### config.mk
export PLATFORM = sky130hd
export DESIGN_NAME = sfb_bank1
export DESIGN_NICKNAME = d
export VERILOG_FILES = /design/src/include/sfb_pkg.sv /design/src/sfb_sync.sv /design/src/sfb_events.sv /design/src/sfb_bank1.sv
export SDC_FILE = /design/constraint.sdc
export NUM_CORES = 1
export LEC_CHECK = 0
export ABC_AREA = 1
export BUFFER_PORTS_ARGS = -buffer_cell sky130_fd_sc_hd__buf_2
export CORE_UTILIZATION = 39
export CTS_CLUSTER_SIZE = 8
export DETAILED_ROUTE_END_ITERATION = 16
export HOLD_SLACK_MARGIN = 0.06
export PLACE_DENSITY = 0.65
export SLEW_MARGIN = 0
export SYNTH_ARGS = -nofsm -noshare
export SYNTH_HDL_FRONTEND = slang
export SYNTH_SLANG_ARGS = --single-unit
### constraint.sdc
create_clock -name clk -period 2 [get_ports clk]
set_input_delay 0.4 -clock clk [delete_from_list [all_inputs] [get_ports clk]]
set_output_delay 0.4 -clock clk [all_outputs]
set_load 0.01 [all_outputs]
### src/include/sfb_pkg.sv
// Purpose: Shared constants of the bank-1 special register block
// Assumes: APB index = byte address / 4, eight-bit registers
// Notes:   Each index below is the printed location of a register
package sfb_pkg;
   // ***************************************************
   // Register indices
   // ***************************************************
   localparam logic [7:0] IDX_INDIRECT = 8'h80;
   localparam logic [7:0] IDX_OPTION   = 8'h81;
   localparam logic [7:0] IDX_PC_LO    = 8'h82;
   localparam logic [7:0] IDX_STATUS   = 8'h83;
   localparam logic [7:0] IDX_POINTER  = 8'h84;
   localparam logic [7:0] IDX_DIR_A    = 8'h85;
   localparam logic [7:0] IDX_DIR_B    = 8'h86;
   localparam logic [7:0] IDX_DIR_C    = 8'h87;
   localparam logic [7:0] IDX_PC_HI    = 8'h8A;
   localparam logic [7:0] IDX_INTCTL   = 8'h8B;
   localparam logic [7:0] IDX_RSTCAUSE = 8'h8E;
   localparam logic [7:0] IDX_EVT_STAT = 8'h90;
   localparam logic [7:0] IDX_EVT_MASK = 8'h91;
   // ***************************************************
   // Widths and field positions
   // ***************************************************
   localparam int W_DIR_A    = 5;
   localparam int W_PC_HI    = 5;
   localparam int W_EV       = 3;
   localparam int POS_POR    = 1;
   localparam int EV_POR     = 0;
   localparam int EV_PIN     = 1;
   localparam int EV_WDT     = 2;
   // ***************************************************
   // Reset values
   // ***************************************************
   localparam logic [7:0] RST_OPTION  = 8'hFF;
   localparam logic [7:0] RST_PC_LO   = 8'h00;
   localparam logic [7:0] RST_STATUS  = 8'h18;
   localparam logic [7:0] RST_POINTER = 8'h00;
   localparam logic [4:0] RST_DIR_A   = 5'h1F;
   localparam logic [7:0] RST_DIR_B   = 8'hFF;
   localparam logic [7:0] RST_DIR_C   = 8'hFF;
   localparam logic [4:0] RST_PC_HI   = 5'h00;
   localparam logic [7:0] RST_INTCTL  = 8'h00;
   localparam logic       RST_POR     = 1'b0;
   localparam logic [2:0] RST_EV_STAT = 3'h1;
   localparam logic [2:0] RST_EV_MASK = 3'h0;
   localparam logic [1:0] RST_SYNC    = 2'h2;
endpackage : sfb_pkg

### src/sfb_sync.sv
// Purpose: Two-stage synchroniser for asynchronous inputs
// Assumes: Inputs are slow levels or wide pulses
// Notes:   Only the second stage leaves this module
`timescale 1ns/1ps
module sfb_sync #(
   parameter int             W       = 2,
   parameter logic [W-1:0]   RST_VAL = '0
) (
   input  wire logic         clk,
   input  wire logic         resetn,
   input  wire logic [W-1:0] d,
   output logic      [W-1:0] q
);
   typedef struct packed {
      logic [W-1:0] s1;
      logic [W-1:0] s2;
   } sfb_sync_st_t;

   sfb_sync_st_t st_r;
   sfb_sync_st_t st_nxt;

   // Stage one feeds stage two only
   always_comb begin
      st_nxt.s1 = d;
      st_nxt.s2 = st_r.s1;
   end

   // Both stages start at the idle level
   always_ff @(posedge clk or negedge resetn) begin
      if (!resetn) begin
         st_r <= {RST_VAL, RST_VAL};
      end else begin
         st_r <= st_nxt;
      end
   end

   assign q = st_r.s2;
endmodule : sfb_sync

### src/sfb_events.sv
// Purpose: Sticky reset-cause events, mask and interrupt line
// Assumes: Clear bits come from a read of the status register
// Notes:   A set in the clearing cycle wins
`timescale 1ns/1ps
module sfb_events (
   input  wire logic                     clk,
   input  wire logic                     resetn,
   input  wire logic [sfb_pkg::W_EV-1:0] ev_set,
   input  wire logic [sfb_pkg::W_EV-1:0] clr_bits,
   input  wire logic                     mask_we,
   input  wire logic [sfb_pkg::W_EV-1:0] mask_wdata,
   output logic      [sfb_pkg::W_EV-1:0] ev_status,
   output logic      [sfb_pkg::W_EV-1:0] ev_mask,
   output logic                          irq
);
   typedef struct packed {
      logic [sfb_pkg::W_EV-1:0] stat;
      logic [sfb_pkg::W_EV-1:0] mask;
   } sfb_ev_st_t;

   sfb_ev_st_t st_r;
   sfb_ev_st_t st_nxt;

   // Clear first, then set, so no event is lost
   always_comb begin
      st_nxt      = st_r;
      st_nxt.stat = (st_r.stat & ~clr_bits) | ev_set;
      if (mask_we) begin
         st_nxt.mask = mask_wdata;
      end
   end

   // Power-on event is pending straight out of reset
   always_ff @(posedge clk or negedge resetn) begin
      if (!resetn) begin
         st_r <= {sfb_pkg::RST_EV_STAT, sfb_pkg::RST_EV_MASK};
      end else begin
         st_r <= st_nxt;
      end
   end

   assign ev_status = st_r.stat;
   assign ev_mask   = st_r.mask;
   assign irq       = |(st_r.stat & st_r.mask);
endmodule : sfb_events

### src/sfb_bank1.sv
// Purpose: Bank-1 special registers with reset-cause flag, APB slave
// Assumes: APB3 without strobes, low byte of pwdata carries data
// Notes:   Register index = paddr[9:2]; upper address bits must be 0
`timescale 1ns/1ps
module sfb_bank1 (
   input  wire logic        clk,
   input  wire logic        resetn,
   input  wire logic        psel,
   input  wire logic        penable,
   input  wire logic        pwrite,
   input  wire logic [11:0] paddr,
   input  wire logic [31:0] pwdata,
   output logic      [31:0] prdata,
   output logic             pready,
   output logic             pslverr,
   input  wire logic        external_reset_pin_n,
   input  wire logic        watchdog_timeout,
   output logic      [7:0]  timer_and_pullup_option,
   output logic      [7:0]  program_counter_low_byte,
   output logic      [7:0]  core_status_flags,
   output logic      [7:0]  indirect_address_pointer,
   output logic      [4:0]  port_a_direction,
   output logic      [7:0]  port_b_direction,
   output logic      [7:0]  port_c_direction,
   output logic      [4:0]  program_counter_high_latch,
   output logic      [7:0]  interrupt_control_flags,
   output logic             power_on_flag,
   output logic             irq
);
   // ***************************************************
   // State
   // ***************************************************
   typedef struct packed {
      logic [7:0] option;
      logic [7:0] pc_lo;
      logic [7:0] status;
      logic [7:0] pointer;
      logic [4:0] dir_a;
      logic [7:0] dir_b;
      logic [7:0] dir_c;
      logic [4:0] pc_hi;
      logic [7:0] intctl;
      logic       por;
      logic [7:0] rdata;
      logic [2:0] rd_clr;
      logic       pin_d;
      logic       wdt_d;
   } sfb_main_st_t;

   sfb_main_st_t st_r;
   sfb_main_st_t st_nxt;

   logic [1:0] sync_q;
   logic       pin_n_s;
   logic       wdt_s;
   logic [2:0] ev_set;
   logic [2:0] clr_bits;
   logic       mask_we;
   logic [2:0] ev_status;
   logic [2:0] ev_mask;
   logic [7:0] idx;
   logic [7:0] eff;
   logic       mapped;
   logic       setup;
   logic       acc_wr;
   logic       acc_rd;
   logic       other_rst;
   logic       pin_edge;
   logic       wdt_edge;

   // ***************************************************
   // Functions
   // ***************************************************
   // Locations that hold a real register
   function automatic logic is_mapped(input logic [7:0] i);
      case (i)
         sfb_pkg::IDX_OPTION,   sfb_pkg::IDX_PC_LO,
         sfb_pkg::IDX_STATUS,   sfb_pkg::IDX_POINTER,
         sfb_pkg::IDX_DIR_A,    sfb_pkg::IDX_DIR_B,
         sfb_pkg::IDX_DIR_C,    sfb_pkg::IDX_PC_HI,
         sfb_pkg::IDX_INTCTL,   sfb_pkg::IDX_RSTCAUSE,
         sfb_pkg::IDX_EVT_STAT, sfb_pkg::IDX_EVT_MASK: begin
            is_mapped = 1'b1;
         end
         default: begin
            is_mapped = 1'b0;
         end
      endcase
   endfunction : is_mapped

   // Read value; narrow registers pad with zero
   function automatic logic [7:0] rd_val(
      input sfb_main_st_t s,
      input logic [7:0]   i,
      input logic [2:0]   es,
      input logic [2:0]   em
   );
      logic [7:0] v;
      v = 8'h00;
      case (i)
         sfb_pkg::IDX_OPTION:   v = s.option;
         sfb_pkg::IDX_PC_LO:    v = s.pc_lo;
         sfb_pkg::IDX_STATUS:   v = s.status;
         sfb_pkg::IDX_POINTER:  v = s.pointer;
         sfb_pkg::IDX_DIR_A:    v = {3'h0, s.dir_a};
         sfb_pkg::IDX_DIR_B:    v = s.dir_b;
         sfb_pkg::IDX_DIR_C:    v = s.dir_c;
         sfb_pkg::IDX_PC_HI:    v = {3'h0, s.pc_hi};
         sfb_pkg::IDX_INTCTL:   v = s.intctl;
         sfb_pkg::IDX_RSTCAUSE: v[sfb_pkg::POS_POR] = s.por;
         sfb_pkg::IDX_EVT_STAT: v = {5'h00, es};
         sfb_pkg::IDX_EVT_MASK: v = {5'h00, em};
         default:               v = 8'h00;
      endcase
      return v;
   endfunction : rd_val

   // ***************************************************
   // Reset-cause inputs
   // ***************************************************
   // Pin and watchdog come from outside the clock domain
   sfb_sync #(
      .W       (2),
      .RST_VAL (sfb_pkg::RST_SYNC)
   ) u_sync (
      .clk    (clk),
      .resetn (resetn),
      .d      ({external_reset_pin_n, watchdog_timeout}),
      .q      (sync_q)
   );

   // Pin holds the bank in reset; watchdog acts on its edge
   assign pin_n_s   = sync_q[1];
   assign wdt_s     = sync_q[0];
   assign pin_edge  = st_r.pin_d & ~pin_n_s;
   assign wdt_edge  = wdt_s & ~st_r.wdt_d;
   assign other_rst = ~pin_n_s | wdt_edge;

   // ***************************************************
   // APB decode
   // ***************************************************
   // Indirect slot is replaced by the pointer before decode
   assign idx    = paddr[9:2];
   assign eff    = (idx == sfb_pkg::IDX_INDIRECT) ?
                   st_r.pointer : idx;
   assign mapped = (paddr[11:10] == 2'h0) & is_mapped(eff);
   assign setup  = psel & ~penable;
   assign acc_wr = psel & penable & pwrite;
   assign acc_rd = psel & penable & ~pwrite;

   // Zero wait: read data is caught in the setup cycle
   assign pready  = 1'b1;
   assign pslverr = 1'b0;
   assign prdata  = {24'h000000, st_r.rdata};

   // ***************************************************
   // Register next state
   // ***************************************************
   always_comb begin
      st_nxt       = st_r;
      ev_set       = 3'h0;
      clr_bits     = 3'h0;
      mask_we      = 1'b0;
      st_nxt.pin_d = pin_n_s;
      st_nxt.wdt_d = wdt_s;
      ev_set[sfb_pkg::EV_PIN] = pin_edge;
      ev_set[sfb_pkg::EV_WDT] = wdt_edge;
      // Only bits actually shown to software get cleared
      if (setup) begin
         st_nxt.rdata  = mapped ?
            rd_val(st_r, eff, ev_status, ev_mask) : 8'h00;
         st_nxt.rd_clr =
            (mapped && eff == sfb_pkg::IDX_EVT_STAT) ?
            ev_status : 3'h0;
      end
      if (acc_rd) begin
         clr_bits = st_r.rd_clr;
      end
      if (other_rst) begin
         // Other-class reset; power-on flag is left alone
         st_nxt.option  = sfb_pkg::RST_OPTION;
         st_nxt.pc_lo   = sfb_pkg::RST_PC_LO;
         st_nxt.status  = sfb_pkg::RST_STATUS;
         st_nxt.pointer = sfb_pkg::RST_POINTER;
         st_nxt.dir_a   = sfb_pkg::RST_DIR_A;
         st_nxt.dir_b   = sfb_pkg::RST_DIR_B;
         st_nxt.dir_c   = sfb_pkg::RST_DIR_C;
         st_nxt.pc_hi   = sfb_pkg::RST_PC_HI;
         st_nxt.intctl  = sfb_pkg::RST_INTCTL;
         st_nxt.por     = st_r.por;
      end else if (acc_wr && mapped) begin
         // Reserved status and control bits are kept as written;
         // keeping them clear is up to software
         case (eff)
            sfb_pkg::IDX_OPTION:  st_nxt.option  = pwdata[7:0];
            sfb_pkg::IDX_PC_LO:   st_nxt.pc_lo   = pwdata[7:0];
            sfb_pkg::IDX_STATUS:  st_nxt.status  = pwdata[7:0];
            sfb_pkg::IDX_POINTER: st_nxt.pointer = pwdata[7:0];
            sfb_pkg::IDX_DIR_A:   st_nxt.dir_a   = pwdata[4:0];
            sfb_pkg::IDX_DIR_B:   st_nxt.dir_b   = pwdata[7:0];
            sfb_pkg::IDX_DIR_C:   st_nxt.dir_c   = pwdata[7:0];
            sfb_pkg::IDX_PC_HI:   st_nxt.pc_hi   = pwdata[4:0];
            sfb_pkg::IDX_INTCTL:  st_nxt.intctl  = pwdata[7:0];
            sfb_pkg::IDX_RSTCAUSE: begin
               st_nxt.por = pwdata[sfb_pkg::POS_POR];
            end
            sfb_pkg::IDX_EVT_MASK: mask_we = 1'b1;
            default: begin
            end
         endcase
      end
   end

   // Power-on reset is the only asynchronous reset
   always_ff @(posedge clk or negedge resetn) begin
      if (!resetn) begin
         st_r         <= '0;
         st_r.option  <= sfb_pkg::RST_OPTION;
         st_r.pc_lo   <= sfb_pkg::RST_PC_LO;
         st_r.status  <= sfb_pkg::RST_STATUS;
         st_r.pointer <= sfb_pkg::RST_POINTER;
         st_r.dir_a   <= sfb_pkg::RST_DIR_A;
         st_r.dir_b   <= sfb_pkg::RST_DIR_B;
         st_r.dir_c   <= sfb_pkg::RST_DIR_C;
         st_r.pc_hi   <= sfb_pkg::RST_PC_HI;
         st_r.intctl  <= sfb_pkg::RST_INTCTL;
         st_r.por     <= sfb_pkg::RST_POR;
         st_r.pin_d   <= 1'b1;
      end else begin
         st_r <= st_nxt;
      end
   end

   // ***************************************************
   // Interrupt events
   // ***************************************************
   sfb_events u_events (
      .clk        (clk),
      .resetn     (resetn),
      .ev_set     (ev_set),
      .clr_bits   (clr_bits),
      .mask_we    (mask_we),
      .mask_wdata (pwdata[2:0]),
      .ev_status  (ev_status),
      .ev_mask    (ev_mask),
      .irq        (irq)
   );

   // Register contents toward the core
   assign timer_and_pullup_option    = st_r.option;
   assign program_counter_low_byte   = st_r.pc_lo;
   assign core_status_flags          = st_r.status;
   assign indirect_address_pointer   = st_r.pointer;
   assign port_a_direction           = st_r.dir_a;
   assign port_b_direction           = st_r.dir_b;
   assign port_c_direction           = st_r.dir_c;
   assign program_counter_high_latch = st_r.pc_hi;
   assign interrupt_control_flags    = st_r.intctl;
   assign power_on_flag              = st_r.por;

   // ***************************************************
   // Assertions
   // ***************************************************
   chk_unmapped_zero: assert property (
      @(posedge clk) disable iff (!resetn)
      setup && !pwrite && !mapped |=> prdata == 32'h0)
      else $error("unmapped read not zero");

   chk_unmapped_nowr: assert property (
      @(posedge clk) disable iff (!resetn)
      acc_wr && !mapped && !other_rst |=>
      $stable(st_r.option) && $stable(st_r.pointer) &&
      $stable(st_r.status) && $stable(st_r.por))
      else $error("unmapped write changed a register");

   chk_other_rst_val: assert property (
      @(posedge clk) disable iff (!resetn)
      other_rst |=> st_r.option == sfb_pkg::RST_OPTION &&
      st_r.dir_a == sfb_pkg::RST_DIR_A &&
      st_r.pc_lo == sfb_pkg::RST_PC_LO)
      else $error("other reset values wrong");

   chk_por_read: assert property (
      @(posedge clk) disable iff (!resetn)
      setup && !pwrite && idx == sfb_pkg::IDX_RSTCAUSE &&
      paddr[11:10] == 2'h0 |=>
      prdata[sfb_pkg::POS_POR] == $past(st_r.por))
      else $error("power-on flag read wrong");

   chk_rstcause_pad: assert property (
      @(posedge clk) disable iff (!resetn)
      setup && eff == sfb_pkg::IDX_RSTCAUSE |=>
      prdata[7:2] == 6'h00 && prdata[0] == 1'b0)
      else $error("reset-cause spare bits not zero");

   chk_por_write: assert property (
      @(posedge clk) disable iff (!resetn)
      acc_wr && eff == sfb_pkg::IDX_RSTCAUSE && mapped &&
      !other_rst |=> st_r.por == $past(pwdata[sfb_pkg::POS_POR]))
      else $error("power-on flag write lost");

   chk_por_keep: assert property (
      @(posedge clk) disable iff (!resetn)
      other_rst |=> st_r.por == $past(st_r.por))
      else $error("power-on flag lost on other reset");

   chk_indirect_wr: assert property (
      @(posedge clk) disable iff (!resetn)
      acc_wr && idx == sfb_pkg::IDX_INDIRECT &&
      paddr[11:10] == 2'h0 &&
      st_r.pointer == sfb_pkg::IDX_OPTION && !other_rst |=>
      st_r.option == $past(pwdata[7:0]))
      else $error("indirect write missed target");

   cov_por_read: cover property (
      @(posedge clk) disable iff (!resetn)
      acc_rd && eff == sfb_pkg::IDX_RSTCAUSE && st_r.por);
   cov_indirect: cover property (
      @(posedge clk) disable iff (!resetn)
      acc_rd && idx == sfb_pkg::IDX_INDIRECT && mapped);
   cov_wdt_rst: cover property (
      @(posedge clk) disable iff (!resetn) wdt_edge && st_r.por);
   cov_irq: cover property (
      @(posedge clk) disable iff (!resetn) irq && acc_rd);
endmodule : sfb_bank1

==> flow_summary.ini, run 1 <==
[run_status]
outcome = complete, but fails checks
violations = negative setup slack

[logic_synthesis]
synth_area_leaders = dfrtp_1 25%, dfstp_2 17%, nand2_1 16%
synth_top_area_frac = 0.2485
yosysTopAreaCell = dfrtp_1
synth_edf_count = 0
synth_area_per_cell_um2 = 7.534
syn_area_um2 = 5538
ys_seq_elements = 90
syn_inst = 735
yosys_most_used_dff = dfrtp_1
yosysWarnings = 0
synthArstFlopShare = 1.000
ys_types = 26
seq_area_frac_synth = 0.4146

[timing]
fin_ws_ns = -0.1051
rsz0062_at_grt = true
hold_violations = 0
fmax_mhz = 475.0
tightest_slew_ns = 0.5906
finalSetupViolCount = 73
finalCritPeriodShare = 1.053
fin_skew_ns = 0.006578
drv_slew = 0
period_needed_ns = 2.105
max-slew-margin-rel = 0.6021

[clocking]
cts_tree = yes
clk_latency_ns = 0.35
cts_root_buffer = clkbuf_16
clockBufferDepth = 2
path_clk_slew_ns = 0.06
clkSinkCount = 90
htree_num_levels = 3
tritoncts.num_buffers = 9

[final_layout]
num-fill-cells = 1363
synthToLayoutAreaGrowth_pct = 22.82
multi_input_area_um2 = 2564
final_common_cell = nand2_1
post-route-cell-area_um2 = 6802
n_antenna_cell = 0
layout_common_cells = 230 x nand2_1, 127 x nand3_1, 99 x buf_2
drive_gt1_frac = 0.3716
seqCellArea_um2 = 2296
nNetsFinal = 883

[setup_path]
cp_max_fo = 39
cp-start-kind = register
critPathArrivalTime_ns = 2.40
crit_path_end_kind = register
path_class = reg2reg
critPathRequiredTime_ns = 2.29

[detailed_routing]
dr_total_vias = 5128
avgRoutedWirePerCell_um = 16.02
ant_nets = 0
viasPerCell = 5.042
first_pass_iters = 5
dr.first_iter.drc_count = 379
drc = 0
wl_mm = 16.30

[floorplanning]
rows = 43
io_pins = 153
core-area_um2 = 13880
die_area_um2 = 14680
initial_core_util = 0.3990
die-width_um = 121.2
fp.dieH_um = 121.2

[placement]
dp_hpwl_mm = 11.90
portBuffers = 100
place_area_um2 = 6228
place_congestion = 0.9140

[global_route]
grtUsageTotal = 0.2270
overflow = 0
grt_pass1_wl_mm = 24.99
grt_max_degree = 43
grt_pass1_vias = 4674
antenna_found_initial = 0

[power_and_ir_drop]
fin_total_pwr_mw = 4.140
peakVddDrop_uv = 463.1
powerDensity_nw_per_um2 = 608.7
p_leak_nw = 3.678

[job]
cap_violations = 0

[hold_path]
hold_path_class = in2async
routing by layer:
metal  track usage  vias to the layer above  part of all wire
met5             0                        -                 0
met4       0.07716                        0             0.026
met3       0.05169                       33             0.066
met2        0.3607                      201              0.47
met1        0.3034                     2434              0.43
li1              -                     2460                 -
flip-flops by register name, indices dropped and copies added, names as in the netlist, 3 cells and up:
| register | flops |
|---|---|
| prdata | 8 |
| u_events.ev_status | 3 |
| st_r | 5 |
| core_status_flags | 8 |
| indirect_address_pointer | 8 |
| program_counter_low_byte | 8 |
| timer_and_pullup_option | 8 |
| program_counter_high_latch | 5 |
| port_a_direction | 5 |
| port_c_direction | 8 |
| u_events.ev_mask | 3 |
| port_b_direction | 8 |
| interrupt_control_flags | 8 |
final timing paths:
path                                        startpoint                            end  slack (ns)  cells after the start
min in group clk                  external_reset_pin_n               u_sync.st_nxt[1]        0.15                      1
max in group asynchronous                       resetn                        st_r[1]        1.30                      2
min reg2reg                           u_sync.st_nxt[1]                    u_sync.q[1]        0.36                      0
max                        indirect_address_pointer[6]    indirect_address_pointer[3]       -0.11                     15
min                                             resetn  program_counter_high_latch[0]        0.02                      1
max reg2reg                indirect_address_pointer[6]    indirect_address_pointer[3]       -0.11                     15
stage by stage:
step / setup slack, ns / hold slack, ns / utilization / cells / setup TNS, ns
2_1_floorplan: -0.02074 / 0.1044 / - / 759 / -0.2518
3_3_place_gp: -0.3776 / 0.3416 / 0.4487 / 990 / -24.78
3_5_place_dp: -0.4403 / 0.3476 / 0.4487 / 990 / -27.66
4_1_cts: -0.03387 / 0.06378 / 0.4712 / 1007 / -0.2145
5_1_grt: -0.2758 / 0.06450 / 0.4900 / 1017 / -17.60
6_report: -0.1051 / 0.01764 / 0.4900 / 1017 / -4.111
layout make-up:
class,count,share of cell area
clock buffer,11,0.03422
clock inverter,5,0.004599
inverter,38,0.02723
multi-input combinational,508,0.3769
sequential,90,0.3376
tap,180,0.03311
timing repair buffer,185,0.1864
cell usage after synthesis (2+ instances only):
master,number
buf_1,5
a21oi_1,4
o22ai_1,3
nor2_1,31
conb_1,2
clkbuf_1,10
buf_2,5
dfstp_2,35
dfrtp_1,55
nor2_2,8
nand2_1,241
nand3_1,138
inv_1,31
nand2_2,8
buf_4,102
nand4_1,18
o21ai_0,13
buf_6,2
nor2_4,6
nand4_2,6
inv_2,7
logic make-up after synthesis:
kind of cell / synth area share
AND/OR/NAND/NOR: 0.3812
buffers and inverters: 0.1828
flip-flops: 0.4146
AO/OA/AOI/OAI: 0.02011
other: 0.001356
report_power, final:
group | internal [mW] | switching [mW]
combinational | 0.191 | 0.364
clock | 0.836 | 0.719
sequential | 1.95 | 0.0774
total | 2.98 | 1.16
timing repair:
action                     4_1_cts  5_1_grt
hold buffers                     0        0
cloned                           1        0
gates resized for setup         11       50
pin swaps                        1       19
buffers inserted                 0       10
setup endpoints to repair       79       81
worst max-delay path, stage by stage, from the launching register on:
cell	delay, ns
dfrtp_1	0.38
nor2_1	0.12
nand2_1	0.12
nand2_2	0.10
nand2_4	0.07
nor2_4	0.14
buf_4	0.14
nand3_2	0.07
nand2_1	0.11
nor2_2	0.07
nand2_8	0.08
nand3_2	0.09
nor2_4	0.11
buf_12	0.22
nand3_1	0.13
nand2_1	0.08
No activity file was read; power rests on OpenSTA's default activity.
==> run 2: changes to the inputs <==
--- a/config.mk
+++ b/config.mk
@@ -12,6 +12,7 @@
 export DETAILED_ROUTE_END_ITERATION = 16
 export HOLD_SLACK_MARGIN = 0.06
 export PLACE_DENSITY = 0.65
+export RECOVER_POWER = 100
 export SLEW_MARGIN = 0
 export SYNTH_ARGS = -nofsm -noshare
 export SYNTH_HDL_FRONTEND = slang
==> run 2 against run 1 <==
The run still ends with negative setup slack left. Sequential power hardly changed. Global-route usage stayed put. Clock power hardly changed. Count of clock-buffer cells in the layout stayed put. Worst setup slack worse by 0.032 ns. Combinational power is 1% lower. Non-clock buffer count stayed put. Critical path type unchanged. Critical endpoint unchanged. Largest cell class unchanged.
==> flow_summary.ini, run 2 (same netlist as run 1, synthesis figures left out) <==
[detailed_routing]
dr_total_vias = 5076
ant_nets = 0
viasPerCell = 4.991
drc = 0
dr.first_iter.drc_count = 415
avgRoutedWirePerCell_um = 16.06
wl_mm = 16.33
first_pass_iters = 5

[final_layout]
final_common_cell = nand2_1
final_core_util = 0.4837
n_antenna_cell = 0
synthToLayoutAreaGrowth_pct = 21.24
layout_common_cells = 230 x nand2_1, 127 x nand3_1, 63 x buf_4
seqCellArea_um2 = 2296
nNetsFinal = 883
drive_gt1_frac = 0.2843
num-fill-cells = 1392
post-route-cell-area_um2 = 6714
multi_input_area_um2 = 2564

[run_status]
outcome = complete, but fails checks
violations = negative setup slack

[hold_path]
hold_path_class = in2reg

[setup_path]
cp-start-kind = register
critPathRequiredTime_ns = 2.29
critPathArrivalTime_ns = 2.43
path_class = reg2reg
crit_path_end_kind = register
cp_max_fo = 39

[timing]
rsz0062_at_grt = true
fmax_mhz = 467.9
period_needed_ns = 2.137
fin_ws_ns = -0.1373
drv_slew = 0
max-slew-margin-rel = 0.2733
fin_skew_ns = 0.007678
tightest_slew_ns = 1.090
finalSetupViolCount = 73
hold_violations = 0
finalCritPeriodShare = 1.069

[global_route]
grtUsageTotal = 0.2270
antenna_found_initial = 0
grt_max_degree = 43
grt_pass1_wl_mm = 24.99
overflow = 0
grt_pass1_vias = 4674

[clocking]
cts_tree = yes
tritoncts.num_buffers = 9
clockBufferDepth = 2
clk_latency_ns = 0.35
path_clk_slew_ns = 0.06
clkSinkCount = 90
cts_root_buffer = clkbuf_16
htree_num_levels = 3

[power_and_ir_drop]
p_leak_nw = 3.438
fin_total_pwr_mw = 4.118
powerDensity_nw_per_um2 = 613.3
peakVddDrop_uv = 462.2

[placement]
place_congestion = 0.9140
dp_hpwl_mm = 11.90
place_ws_ns = -0.4403
place_area_um2 = 6228
portBuffers = 100

[floorplanning]
initial_core_util = 0.3990
core-area_um2 = 13880
io_pins = 153
die_area_um2 = 14680
die-width_um = 121.2
fp.dieH_um = 121.2
rows = 43

[job]
cap_violations = 0
run 2: cell count changes in the layout (fill, tap and decap cells not counted), sizes merged:
cell / change
clkbuf: +55
buf: -55
run 2: final timing paths:
| kind | from | cells after the start | slack (ns) | endpoint |
|---|---|---|---|---|
| worst max-delay path | indirect_address_pointer[6] | 15 | -0.14 | indirect_address_pointer[3] |
| worst min-delay path | external_reset_pin_n | 1 | 0.15 | u_sync.st_nxt[1] |
| worst max register to register | indirect_address_pointer[6] | 15 | -0.14 | indirect_address_pointer[3] |
| worst min register to register | u_sync.st_nxt[1] | 0 | 0.36 | u_sync.q[1] |
| max in group asynchronous | resetn | 2 | 0.68 | program_counter_low_byte[0] |
| min in group asynchronous | resetn | 1 | 0.23 | program_counter_high_latch[0] |
run 2: per-layer routing:
metal / vias up / wire (um) / track usage
met5: - / 0 / 0
met4: 0 / 425 / 0.07716
met3: 30 / 1142 / 0.05169
met2: 202 / 7727 / 0.3607
met1: 2385 / 7034 / 0.3034
li1: 2459 / - / -
run 2: worst max-delay path, stage by stage, from the launching register on:
cell	delay [ns]
dfrtp_1	0.38
nor2_1	0.12
nand2_1	0.12
nand2_2	0.10
nand2_4	0.08
nor2_4	0.14
buf_4	0.14
nand3_2	0.07
nand2_1	0.13
nor2_2	0.08
nand2_8	0.08
nand3_2	0.09
nor2_4	0.11
buf_12	0.21
nand3_1	0.13
nand2_1	0.08
run 2: cell type report:
cell class / instances / share of cell area
timing repair buffer: 185 / 0.1757
sequential: 90 / 0.3420
inverter: 38 / 0.02758
clock inverter: 5 / 0.004659
tap: 180 / 0.03354
multi-input combinational: 508 / 0.3818
clock buffer: 11 / 0.03466
run 2: repair_timing:
item	CTS	global route
pin swaps	1	19
gates resized for setup	11	50
gates cloned	1	0
setup endpoints to repair	79	81
hold buffers	0	0
setup buffers	0	10
run 2: through the flow:
step / std cells / TNS, ns / hold slack (ns)
floorplan: 759 / -0.2518 / 0.1044
global placement: 990 / -24.78 / 0.3416
detailed placement: 990 / -27.66 / 0.3476
CTS: 1007 / -0.2145 / 0.06378
global route: 1017 / -17.58 / 0.1387
finish: 1017 / -6.308 / 0.1510
run 2: power breakdown:
| group | total, mW | switching [mW] | internal (mW) |
|---|---|---|---|
| clock network | 1.55 | 0.718 | 0.836 |
| registers | 2.02 | 0.0770 | 1.94 |
| logic | 0.547 | 0.364 | 0.183 |
